===== src/shared/adr_pkg.sv =====
// Behaviour
// - controller issues 512 refreshes, one per row, every 8 ms.
// - after power-up wait 100 us, then 8 row-strobe cycles before accesses.
// - on reads write strobe stays high past row or column strobe rise.
// - page-mode column cycles spaced at least 100 ns (fast) or 120 ns; controller uses no page mode, one column per row.
// - column-first refresh lowers column strobe 20 ns before row strobe.
// - nine row bits on row strobe fall, then nine column bits on column fall.
package adr_pkg;
   // ----------------------------------------------------------------
   // geometry
   // ----------------------------------------------------------------
   localparam int ROW_BITS = 9;
   localparam int COL_BITS = 9;
   localparam int ADDR_BITS = ROW_BITS + COL_BITS;
   localparam int DQ_BITS = 4;
   localparam int INIT_RAS_CYCLES = 8;
   localparam int REFRESH_ROWS = 512;
   // ----------------------------------------------------------------
   // timing, faster grade, in ns
   // ----------------------------------------------------------------
   localparam int CLK_NS = 20;
   localparam int T_RCD_NS = 25;
   localparam int T_CAC_NS = 50;
   localparam int T_RAS_MIN_NS = 100;
   localparam int T_RAS_MAX_NS = 10000;
   localparam int T_RP_NS = 90;
   localparam int T_FCS_NS = 20;
   localparam int T_PWRUP_NS = 100000;
   localparam int T_REF_PERIOD_NS = 8000000;
   // least times round up, longest times round down
   function automatic int min_cyc(input int ns);
      int c;
      c = (ns + CLK_NS - 1) / CLK_NS;
      return (c < 1) ? 1 : c;
   endfunction : min_cyc
   function automatic int max_cyc(input int ns);
      int c;
      c = ns / CLK_NS;
      return (c < 1) ? 1 : c;
   endfunction : max_cyc
   localparam int T_RCD_CYC = min_cyc(T_RCD_NS);
   localparam int T_CAC_CYC = min_cyc(T_CAC_NS);
   localparam int T_RAS_MIN_CYC = min_cyc(T_RAS_MIN_NS);
   localparam int T_RAS_MAX_CYC = max_cyc(T_RAS_MAX_NS);
   localparam int T_RP_CYC = min_cyc(T_RP_NS);
   localparam int T_FCS_CYC = min_cyc(T_FCS_NS);
   localparam int T_PWRUP_CYC = min_cyc(T_PWRUP_NS);
   localparam int T_REF_INT_CYC = max_cyc(T_REF_PERIOD_NS / REFRESH_ROWS);
   // column phase covers access time plus a sample cycle and row width
   localparam int T_COL_CYC = (T_CAC_CYC + 1 > T_RAS_MIN_CYC - T_RCD_CYC) ?
      T_CAC_CYC + 1 : T_RAS_MIN_CYC - T_RCD_CYC;
   localparam int CNT_BITS = 16;
   typedef enum logic [3:0] {
      ST_INIT_WAIT, ST_INIT_RAS, ST_IDLE, ST_ROW, ST_COL, ST_PRE, ST_CBR_CAS, ST_CBR_RAS
   } adr_state_t;
endpackage : adr_pkg


===== src/shared/adr_refresh_if.sv =====
`timescale 1ns/1ns
// refresh request from the interval timer and its acceptance
interface adr_refresh_if;
   logic req;
   logic ack;
   modport timer (output req, input ack);
   modport ctrl (input req, output ack);
endinterface : adr_refresh_if


===== src/hdl/adr_ctrl.sv =====
`timescale 1ns/1ns
module adr_ctrl #(
   parameter int PWRUP_CYC = adr_pkg::T_PWRUP_CYC,
   parameter int REF_INT_CYC = adr_pkg::T_REF_INT_CYC
) (
   input wire logic clk_sys,
   input wire logic srst,
   input wire logic req_valid,
   output logic req_ready,
   input wire logic req_write,
   input wire logic [adr_pkg::ADDR_BITS-1:0] req_addr,
   input wire logic [adr_pkg::DQ_BITS-1:0] req_wdata,
   output logic rsp_valid,
   output logic [adr_pkg::DQ_BITS-1:0] rsp_rdata,
   output logic init_done,
   output logic ras_n,
   output logic cas_n,
   output logic we_n,
   output logic oe_n,
   output logic [adr_pkg::ROW_BITS-1:0] mux_address_pins,
   input wire logic [adr_pkg::DQ_BITS-1:0] data_pins_i,
   output logic [adr_pkg::DQ_BITS-1:0] data_pins_o,
   output logic data_pins_oe
);
   import adr_pkg::*;
   adr_state_t state_r, state_nxt;
   logic [CNT_BITS-1:0] cnt_r, cnt_nxt;
   logic [3:0] init_rows_r;
   logic init_done_r;
   logic wr_r;
   logic [ADDR_BITS-1:0] addr_r;
   logic [DQ_BITS-1:0] wdata_r, rdata_r;
   logic rsp_r;
   logic ras_r, cas_r, we_r, oe_r, dqoe_r;
   logic [ROW_BITS-1:0] mux_r;
   adr_refresh_if rif ();
   adr_refresh_timer #(.REF_INT_CYC(REF_INT_CYC)) u_timer (
      .clk_sys(clk_sys),
      .srst(srst),
      .rif(rif)
   );
   // ----------------------------------------------------------------
   // request acceptance
   // ----------------------------------------------------------------
   wire cnt_done = (cnt_r == '0);
   wire in_idle = (state_r == ST_IDLE) && init_done_r;
   // refresh wins over a waiting access
   assign rif.ack = in_idle && rif.req;
   assign req_ready = in_idle && !rif.req;
   wire take_req = req_ready && req_valid;
   // requests wait out power-up, so only ones raised after it are timed
   property p_refresh_served;
      @(posedge clk_sys) disable iff (srst || !init_done_r)
         $rose(rif.req) |-> ##[0:30] rif.ack;
   endproperty
   a_refresh_served: assert property (p_refresh_served)
      else $error("refresh request not served in time");
   // ----------------------------------------------------------------
   // sequencer
   // ----------------------------------------------------------------
   // every wait below is a cycle count rounded in the package
   always_comb begin
      state_nxt = state_r;
      cnt_nxt = cnt_done ? cnt_r : cnt_r - 1'b1;
      unique case (state_r)
         ST_INIT_WAIT: if (cnt_done) begin
            state_nxt = ST_INIT_RAS;
            cnt_nxt = CNT_BITS'(T_RAS_MIN_CYC - 1);
         end
         ST_INIT_RAS: if (cnt_done) begin
            state_nxt = ST_PRE;
            cnt_nxt = CNT_BITS'(T_RP_CYC - 1);
         end
         ST_IDLE: begin
            if (!init_done_r) begin
               state_nxt = ST_INIT_RAS;
               cnt_nxt = CNT_BITS'(T_RAS_MIN_CYC - 1);
            end else if (rif.ack) begin
               state_nxt = ST_CBR_CAS;
               cnt_nxt = CNT_BITS'(T_FCS_CYC - 1);
            end else if (take_req) begin
               state_nxt = ST_ROW;
               cnt_nxt = CNT_BITS'(T_RCD_CYC - 1);
            end
         end
         ST_ROW: if (cnt_done) begin
            state_nxt = ST_COL;
            cnt_nxt = CNT_BITS'(T_COL_CYC - 1);
         end
         ST_COL, ST_CBR_RAS: if (cnt_done) begin
            state_nxt = ST_PRE;
            cnt_nxt = CNT_BITS'(T_RP_CYC - 1);
         end
         ST_CBR_CAS: if (cnt_done) begin
            // column strobe already low for the setup time
            state_nxt = ST_CBR_RAS;
            cnt_nxt = CNT_BITS'(T_RAS_MIN_CYC - 1);
         end
         ST_PRE: if (cnt_done) begin
            state_nxt = ST_IDLE;
         end
      endcase
   end
   // ----------------------------------------------------------------
   // pin decode from the next state
   // ----------------------------------------------------------------
   wire ras_nxt = !(state_nxt inside {ST_INIT_RAS, ST_ROW, ST_COL, ST_CBR_RAS});
   // no page mode, one column per row
   wire cas_nxt = !(state_nxt inside {ST_COL, ST_CBR_CAS, ST_CBR_RAS});
   wire access_nxt = state_nxt inside {ST_ROW, ST_COL};
   wire wr_nxt = take_req ? req_write : wr_r;
   // write strobe falls with the row strobe, well before the column strobe
   wire we_nxt = !(access_nxt && wr_nxt);
   // write strobe stays high through a read and its precharge
   // gate low only for a read column phase; writes keep it high
   wire oe_nxt = !((state_nxt == ST_COL) && !wr_nxt);
   wire [ADDR_BITS-1:0] addr_nxt = take_req ? req_addr : addr_r;
   // row half first, column half once the column strobe falls
   wire [ROW_BITS-1:0] mux_nxt =
      (state_nxt == ST_COL) ? addr_nxt[COL_BITS-1:0] :
      (state_nxt == ST_INIT_RAS) ? ROW_BITS'(init_rows_r) : addr_nxt[ADDR_BITS-1:COL_BITS];
   wire sample = (state_r == ST_COL) && cnt_done && !wr_r;
   // ----------------------------------------------------------------
   // state and request registers
   // ----------------------------------------------------------------
   always_ff @(posedge clk_sys) begin
      if (srst) begin
         state_r <= ST_INIT_WAIT;
         cnt_r <= CNT_BITS'(PWRUP_CYC - 1);
         wr_r <= 1'b0;
         addr_r <= '0;
         wdata_r <= '0;
      end else begin
         state_r <= state_nxt;
         cnt_r <= cnt_nxt;
         wr_r <= wr_nxt;
         addr_r <= addr_nxt;
         wdata_r <= take_req ? req_wdata : wdata_r;
      end
   end
   // count eight row-only cycles, then open for accesses
   always_ff @(posedge clk_sys) begin
      if (srst) begin
         init_rows_r <= '0;
         init_done_r <= 1'b0;
      end else begin
         if (state_r == ST_INIT_RAS && cnt_done)
            init_rows_r <= init_rows_r + 1'b1;
         init_done_r <= init_done_r || (init_rows_r == 4'(INIT_RAS_CYCLES));
      end
   end
   // pins are registered so they change only on clock edges
   always_ff @(posedge clk_sys) begin
      if (srst) begin
         ras_r <= 1'b1;
         cas_r <= 1'b1;
         we_r <= 1'b1;
         oe_r <= 1'b1;
         dqoe_r <= 1'b0;
         mux_r <= '0;
      end else begin
         ras_r <= ras_nxt;
         cas_r <= cas_nxt;
         we_r <= we_nxt;
         oe_r <= oe_nxt;
         dqoe_r <= !we_nxt;
         mux_r <= mux_nxt;
      end
   end
   // sample after row and column access times both elapsed
   always_ff @(posedge clk_sys) begin
      if (srst) begin
         rdata_r <= '0;
         rsp_r <= 1'b0;
      end else begin
         rdata_r <= sample ? data_pins_i : rdata_r;
         rsp_r <= sample;
      end
   end
   assign ras_n = ras_r;
   assign cas_n = cas_r;
   assign we_n = we_r;
   assign oe_n = oe_r;
   assign mux_address_pins = mux_r;
   assign data_pins_o = wdata_r;
   assign data_pins_oe = dqoe_r;
   assign rsp_valid = rsp_r;
   assign rsp_rdata = rdata_r;
   assign init_done = init_done_r;
   // ----------------------------------------------------------------
   // checks
   // ----------------------------------------------------------------
   logic [9:0] ras_low_r;
   logic [3:0] ras_falls_r;
   always_ff @(posedge clk_sys) begin
      if (srst) begin
         ras_low_r <= '0;
         ras_falls_r <= '0;
      end else begin
         ras_low_r <= ras_r ? '0 : ras_low_r + 1'b1;
         if (!init_done_r && !ras_nxt && ras_r)
            ras_falls_r <= ras_falls_r + 1'b1;
      end
   end
   property p_ras_max;
      @(posedge clk_sys) disable iff (srst) ras_low_r < 10'(T_RAS_MAX_CYC);
   endproperty
   a_ras_max: assert property (p_ras_max)
      else $error("row strobe held low too long");
   property p_cbr_setup;
      @(posedge clk_sys) disable iff (srst) $fell(ras_n) && !cas_n |-> $past(!cas_n, 1);
   endproperty
   a_cbr_setup: assert property (p_cbr_setup)
      else $error("column strobe not set up before row strobe");
   property p_early_write;
      @(posedge clk_sys) disable iff (srst)
         $fell(cas_n) && !we_n |-> $past(!we_n) && oe_n && data_pins_oe;
   endproperty
   a_early_write: assert property (p_early_write)
      else $error("write strobe not low before column strobe");
   property p_read_hold;
      @(posedge clk_sys) disable iff (srst) !cas_n && !oe_n |-> we_n ##1 we_n;
   endproperty
   a_read_hold: assert property (p_read_hold)
      else $error("write strobe dropped during read");
   property p_init_seq;
      @(posedge clk_sys) disable iff (srst) $rose(init_done) |-> ras_falls_r == 4'd8;
   endproperty
   a_init_seq: assert property (p_init_seq)
      else $error("wrong number of init row cycles");
   property p_no_cas_init;
      @(posedge clk_sys) disable iff (srst) !init_done |-> cas_n && !req_ready;
   endproperty
   a_no_cas_init: assert property (p_no_cas_init)
      else $error("access before init done");
   property p_precharge;
      @(posedge clk_sys) disable iff (srst) $rose(ras_n) |-> ras_n [*5];
   endproperty
   a_precharge: assert property (p_precharge)
      else $error("row precharge too short");
   property p_row_addr;
      @(posedge clk_sys) disable iff (srst)
         $fell(ras_n) && cas_n && init_done |-> mux_address_pins == addr_r[17:9];
   endproperty
   a_row_addr: assert property (p_row_addr)
      else $error("row address not on pins at row strobe");
   property p_rcd;
      @(posedge clk_sys) disable iff (srst)
         $fell(cas_n) && $past(!ras_n) |-> $past(!ras_n, 2) ##0 mux_address_pins == addr_r[8:0];
   endproperty
   a_rcd: assert property (p_rcd)
      else $error("column strobe too soon after row strobe");
   c_read: cover property (@(posedge clk_sys) disable iff (srst) rsp_valid);
   c_write: cover property (@(posedge clk_sys) disable iff (srst) $fell(cas_n) && !we_n);
   c_cbr: cover property (@(posedge clk_sys) disable iff (srst) $fell(ras_n) && !cas_n);
   c_init: cover property (@(posedge clk_sys) disable iff (srst) $rose(init_done));
endmodule : adr_ctrl


===== src/hdl/adr_refresh_timer.sv =====
`timescale 1ns/1ns
module adr_refresh_timer #(
   parameter int REF_INT_CYC = adr_pkg::T_REF_INT_CYC
) (
   input wire logic clk_sys,
   input wire logic srst,
   adr_refresh_if.timer rif
);
   import adr_pkg::*;
   logic [CNT_BITS-1:0] tmr_r;
   logic pend_r;
   wire tick = (tmr_r == '0);
   // ----------------------------------------------------------------
   // interval counter and sticky request
   // ----------------------------------------------------------------
   // one row per interval; a tick in the ack cycle is kept
   always_ff @(posedge clk_sys) begin
      if (srst) begin
         tmr_r <= '0;
         pend_r <= 1'b0;
      end else begin
         tmr_r <= tick ? CNT_BITS'(REF_INT_CYC - 1) : tmr_r - 1'b1;
         pend_r <= tick | (pend_r & ~rif.ack);
      end
   end
   assign rif.req = pend_r;
   // ----------------------------------------------------------------
   // checks
   // ----------------------------------------------------------------
   property p_tick_sets;
      @(posedge clk_sys) disable iff (srst) tick |=> rif.req;
   endproperty
   a_tick_sets: assert property (p_tick_sets)
      else $error("interval tick lost");
endmodule : adr_refresh_timer


===== config.mk =====
export PLATFORM = sky130hd
export DESIGN_NAME = adr_ctrl
export DESIGN_NICKNAME = d
export VERILOG_FILES = /design/src/shared/adr_pkg.sv /design/src/shared/adr_refresh_if.sv /design/src/hdl/adr_ctrl.sv /design/src/hdl/adr_refresh_timer.sv
export SDC_FILE = /design/constraint.sdc
export NUM_CORES = 1
export LEC_CHECK = 0
export BUFFER_PORTS_ARGS = -buffer_cell sky130_fd_sc_hd__buf_2
export CAP_MARGIN = 40
export CORE_ASPECT_RATIO = 1.2
export CORE_MARGIN = 2
export CORE_UTILIZATION = 40
export DETAILED_ROUTE_END_ITERATION = 16
export PLACE_DENSITY = 0.68
export RECOVER_POWER = 50
export SLEW_MARGIN = 15
export SYNTH_ARGS = -nofsm -noshare
export SYNTH_HDL_FRONTEND = slang
export SYNTH_SLANG_ARGS = --single-unit

===== constraint.sdc =====
create_clock -name clk_sys -period 3.65 [get_ports clk_sys]
set_clock_uncertainty 0.15 [all_clocks]
set_input_delay 0.365 -clock clk_sys [delete_from_list [all_inputs] [get_ports clk_sys]]
set_output_delay 0.365 -clock clk_sys [all_outputs]
set_load 0.005 [all_outputs]

After elaboration in Yosys (flattened, before gate mapping)
Index checks and enable logic that the tools add are counted.
{"block": "word_totals", "ff_bits": 84, "input_bits": 30, "out_inout_bits": 25, "word_cells": 84}
{"block": "op_classes", "addsub": 3, "n_eq_ne": 13, "mux": 21, "bitwise": 3, "n_reduce_logical": 26}
{"operator": "16-bit 2-to-1 mux", "count": 6}
{"operator": "16-bit case mux with 3 select lines", "count": 1}
{"operator": "16-bit logical NOT", "count": 2}
{"operator": "4-bit 2-to-1 mux", "count": 8}
{"operator": "16-bit by 1-bit subtractor with 16-bit output (second input constant)", "count": 2}
{"operator": "4-bit by 3-bit equality test with 1-bit output (second input constant)", "count": 7}
{"operator": "4-bit case mux with 6 select lines", "count": 1}
{"operator": "18-bit 2-to-1 mux", "count": 1}
{"operator": "9-bit 2-to-1 mux", "count": 2}
{"operator": "4-bit by 2-bit equality test with 1-bit output (second input constant)", "count": 3}
{"operator": "10-bit 2-to-1 mux", "count": 1}
{"operator": "1-bit logical AND", "count": 9}
{"operator": "4-bit by 1-bit equality test with 1-bit output (second input constant)", "count": 2}
{"operator": "1-bit logical NOT", "count": 7}
{"operator": "5-bit OR reduction", "count": 1}
{"operator": "4-bit by 1-bit adder with 4-bit output (second input constant)", "count": 1}
{"operator": "4-bit equality test (second input constant)", "count": 1}
{"operator": "4-bit logical NOT", "count": 1}
{"operator": "4-bit nonzero test", "count": 1}
{"operator": "3-bit nonzero test", "count": 1}
{"operator": "3-bit OR reduction", "count": 1}
{"operator": "2-bit nonzero test", "count": 1}
{"operator": "2-bit OR reduction", "count": 1}
{"operator": "1-bit bitwise AND", "count": 1}
{"operator": "4 further kinds", "count": 4}

Longest topological paths before layout
{"block": "logic_depth", "word_depth": 12, "depth_mapped": 14, "depth_no_buf": 13}

Modules after synthesis
A second synthesis with hierarchy kept.
{"block": "hier_totals", "cells_unflattened": 413, "hier_area_um2": 3664.8}
{"mod": "adr_ctrl", "n_inst": 1, "cells_per_inst": 335, "area_each_um2": 2907.8}
{"mod": "adr_refresh_timer", "n_inst": 1, "cells_per_inst": 78, "area_each_um2": 757.0}

Worst setup path before layout
Ideal clock, no wire load.
{"block": "synth_timing", "kind": "reg2reg", "start": "register cnt_r[0]", "end": "register mux_r[4] (netlist: mux_address_pins[4])", "setup_time_ns": 0.069, "arrival_ns": 2.562, "t_required_ns": 3.431, "slack_ns": 0.870, "path_stages_with_launch": 12, "n_path_buf": 2, "synth_period_minus_slack_ns": 2.780, "path_cell_list": "dfxtp_1 > inv_1 > ha_1 > or3b_2 > nor4_2 > buf_4 > a221oi_2 > a211o_4 > a2111oi_4 > buf_6 > a21bo_1 > a21oi_2"}
{"block": "synth_via", "elab_chain_cells": 6}
{"element": "from (decl)", "line": "adr_ctrl.sv:27", "source": "logic [CNT_BITS-1:0] cnt_r, cnt_nxt;"}
{"element": "from (signal assigned)", "line": "adr_ctrl.sv:129", "source": "cnt_r <= CNT_BITS'(PWRUP_CYC - 1);"}
{"element": "from (signal assigned)", "line": "adr_ctrl.sv:135", "source": "cnt_r <= cnt_nxt;"}
{"element": "16-bit logical NOT *", "line": "adr_ctrl.sv:45", "source": "wire cnt_done = (cnt_r == '0);"}
{"element": "4-bit 2-to-1 mux (on tied branches)"}
{"element": "4-bit case mux with 6 select lines *", "line": "adr_ctrl.sv:65", "source": "unique case (state_r)"}
{"element": "4-bit by 1-bit equality test with 1-bit output", "line": "adr_ctrl.sv:121", "source": "(state_nxt == ST_INIT_RAS) ? ROW_BITS'(init_rows_r) : addr_nxt[ADDR_BITS-1:COL_BITS];"}
{"element": "9-bit 2-to-1 mux", "line": "adr_ctrl.sv:121"}
{"element": "9-bit 2-to-1 mux *", "line": "adr_ctrl.sv:120", "source": "(state_nxt == ST_COL) ? addr_nxt[COL_BITS-1:0] :"}
{"element": "to (signal assigned)", "line": "adr_ctrl.sv:167", "source": "mux_r <= mux_nxt;"}
{"element": "to (decl)", "line": "adr_ctrl.sv:35", "source": "logic [ROW_BITS-1:0] mux_r;"}
Mark *: on every way between the ends. The rest lies on a longest branch, timed or not.
A chain may end at the register's enable or synchronous reset.

Worst setup path after layout
{"block": "layout_timing", "start": "register cnt_r[0]", "end": "register mux_r[2] (netlist: mux_address_pins[2])"}
Same word-level chain as after synthesis.

==> summary.txt <==
STA
  • Setup_tns: 0 ns
  • Worst Max-Slew Pin Slew: 1.621 ns
  • RSZ-0062 raised after global routing: false
  • Final hold violations: 0
  • Final setup margin: 0.4155 ns
  • Max-slew headroom: -0.08060
  • Tmin final: 3.234 ns
  • Worst Hold Margin: between 0.09 and 0.1 ns
  • Final setup fails: 0
  • Fin crit share: 0.8862
  • FMAX: 0.3092 GHz
  • Slew Viols, Final: 39

Power
  • Net Sw Power: 600.9 uW
  • Clock Power Share: 0.328
  • PwrDens: 512.3 nW/um^2
  • Share of total power in combinational logic: 0.176
  • VDD IR max: 0.3504 mV
  • Int Pwr: 1.566 mW
  • Sequential Power Share: 0.496
  • P_leak: 1.633 nW
  • Switching fraction of total power: 0.2773

Cells and area
  • Synth-to-layout area growth: 14.34%
  • Antenna cells: 0
  • NumNets Final: about 500
  • FILL cells: roughly 910
  • Layout cells sized above 1: 0.1468
  • Non-filler instance count after layout: 590
  • Design area: ~4200 sq um

Floorplan
  • DIE AREA: 10030 sq um
  • Die W: 91.78 microns
  • Die Height: 109.3 microns
  • Area of the core: 9034 sq um
  • Starting Density: 0.4094
  • Cell row count: 38
  • Top Ports: 55

Placed design
  • PortBufs: 54
  • Dpl ws: 0.5115 ns
  • Gpl congestion: 0.8174
  • Placed Instances: 574
  • Placed Area: 4064 sq um
  • Final HPWL DP: 5812 microns

GRT
  • Top Usage Layer GRT: met2
  • GRT Util Overall: 0.1646
  • First-pass GRT wire length: 13190 microns
  • Met3 Use GR: 0.02947
  • Vias in the first global route: 2847
  • Largest net degree at the start of global routing: 39
  • Initial antenna violation count: 0
  • Met1 usage in global routing: 0.1989
  • Global route total overflow: 0
  • Global Route met2 Usage: 0.2889

Route
  • Via count: 2977
  • DRT Pass-1 Iters: 5
  • Drc violations: 0
  • Antenna-violating nets left: 0
  • Via-to-Cell Ratio: 5.046
  • Initial drt markers: 125
  • WL/cell: 13.70 microns
  • DRT Wirelength: 8084 microns

Clock network
  • Hold Buf Count CTS: 0
  • Clock tree from TritonCTS: yes
  • Clock sinks: 84
  • CTS H-tree depth: 3
  • CTS Buf Count: 9
  • CTS clock-pin slew for the worst setup and hold paths: 0.08 ns
  • Clock Latency Late Sink: approximately 0.34 ns
  • Clock Tree Root: clkbuf_8
  • Resized Gates After CTS: 0
  • Clk buf depth: 2
  • # Post-CTS Setup Buffers: 0

Setup path
  • Critical path type: register to register
  • Arr. time, crit path: about 3.3 ns
  • Worst-path fanout max: 10
  • Startpoint Class: register
  • Crit path required time: 3.71 ns
  • CP Capture Type: register

Logic synthesis
  • Top_reg_cell synth: dfxtp_1
  • Share of the synthesized area in the top cell type: 0.4547
  • Post-synth EDFFs: 0
  • Complex-gate fraction of the synthesized area: 0.1553
  • Fraction of registers with async set/reset: 0
  • Mapped Nets: 452
  • Synth warn: 0
  • Xor/xnor share of the synthesized area: 0.06157
  • Post-Syn Instances: 416
  • Count leader, synth: dfxtp_1
  • Synth area leader: dfxtp_1
  • Mean post-synth cell area: 8.891 sq um
  • Synth Area in Adders: 0.02030
  • Synth unique cells: between 50 and 60
  • Mapped Area: ~3700 sq um
  • Area contributors post-synth: dfxtp_1 45%, nor2_1 6.5%, nand2_1 5.2%, mux2i_1 4.6%, xnor2_1 3.8%
  • #FFs+latches synth: 84
  • Post-Synth Simple-Gate Area: 0.2209
  • Largest family of logic cells by synthesized area: simple AND/OR/NAND/NOR gates
  • Mux contribution to synthesized area: 0.04601
  • Top cells by instance count after synthesis: 84 x dfxtp_1, 64 x nor2_1, 51 x nand2_1
  • Seq/Total Area, Yosys: 0.4547

Flow run
  • Max Cap Viol: 1

Status
  • Status: finished, violations left
  • Failing checks: capacitance limit, slew limit

Worst hold path
  • Type of the most critical hold path: input pin to register
[state kept, by name, summed over array words and instances, names as in the netlist]
register / flops
state_r: 4
addr_r: 18
init_rows_r: 4
data_pins_o: 4
ras_n: 1
data_pins_oe: 1
rsp_valid: 1
oe_n: 1
u_timer.tmr_r: 16
cas_n: 1
cnt_r: 16
mux_address_pins: 9
we_n: 1
init_done: 1
wr_r: 1
rsp_rdata: 4
u_timer.rif.req: 1
[power groups by stage]
| stage | logic (mW) | clock network (mW) | registers [mW] |
|---|---|---|---|
| detailed placement | 0.391 | 0 | 1.09 |
| CTS | 0.394 | 0.728 | 1.07 |
| global placement | 0.379 | 0 | 1.09 |
| floorplan | 0.312 | 0 | 1.08 |
| finish | 0.382 | 0.710 | 1.07 |
| global route | 0.444 | 0.764 | 1.09 |
[final timing paths]
| path | startpoint | end | slack [ns] | cells after the start |
|---|---|---|---|---|
| max | cnt_r[0] | mux_address_pins[2] | 0.42 | 10 |
| min | data_pins_i[0] | rsp_rdata[0] | 0.1 | 3 |
| max reg2reg | cnt_r[0] | mux_address_pins[2] | 0.42 | 10 |
| min reg2reg | u_timer.tmr_r[0] | u_timer.tmr_r[0] | 0.29 | 1 |
[critical path: stages (launching register included)]
cell      delay (ns)
dfxtp_1         0.32
inv_1           0.09
ha_1            0.22
or3b_2          0.51
nor4_2          0.18
buf_4           0.23
a21oi_1         0.08
a211oi_1        0.45
and4_1          0.53
mux2i_1         0.22
o21ai_0         0.12
[logic make-up (layout without fill, tap and decap cells)]
group,after synthesis,count (layout)
XOR/XNOR,26,26
adder cells (fa/ha/maj),6,6
AO/OA/AOI/OAI,76,76
flip-flops,84,84
AND/OR/NAND/NOR,172,172
buffers and inverters,35,89
multiplexers,17,17
[routing by layer]
metal / up-vias / part of all wire / routed length, microns
li1: 1521 / - / -
met1: 1397 / 0.44 / 3547
met2: 50 / 0.51 / 4135
met3: 9 / 0.037 / 301
met4: 0 / 0.012 / 99
met5: - / 0 / 0
[stage by stage]
stage | utilization | total power [mW]
final | 0.4681 | 2.167
after detailed placement | 0.4499 | 1.484
after CTS | 0.4730 | 2.195
after global routing | 0.4681 | 2.294
after global placement | 0.4499 | 1.467
after floorplan | - | 1.388
[cells in the final DEF (no fill, tap or decap), types with 2 or more instances in the layout]
master	synthesis	final
nand3b_1	3	3
and2_1	2	2
a21bo_1	5	5
o21ai_0	8	8
nand2_1	51	51
buf_2	2	34
ha_1	6	6
mux2i_1	17	17
a211oi_1	4	5
a21oi_2	5	5
xor2_1	10	10
clkbuf_8	0	9
nand4_1	2	2
or3_1	9	9
nor4_1	6	6
and4_1	2	2
nor2b_1	6	6
a31oi_1	2	2
a21oi_1	26	26
o31ai_1	4	4
or2_2	4	4
clkbuf_1	15	25
nor2_1	64	64
dfxtp_1	84	84
a2111o_1	2	2
bufinv_16	0	2
xnor2_1	16	16
nand2b_1	3	3
or4_1	2	2
nand3_1	3	3
and3_1	4	4
buf_4	3	5
inv_1	11	12
nor3_1	5	5
o21bai_1	5	5
[cell type report]
| type | instances | area [sq um] | area share |
|---|---|---|---|
| Clock buffer | 12 | 135.1 | 0.03195 |
| Clock inverter | 4 | 73.82 | 0.01746 |
| Inverter | 12 | 45.04 | 0.01065 |
| Multi-Input combinational cell | 297 | 1853 | 0.4382 |
| Sequential cell | 84 | 1682 | 0.3976 |
| Tap cell | 120 | 150.1 | 0.03550 |
| Timing Repair Buffer | 61 | 290.3 | 0.06864 |
Power figures use the tool's default switching activity.
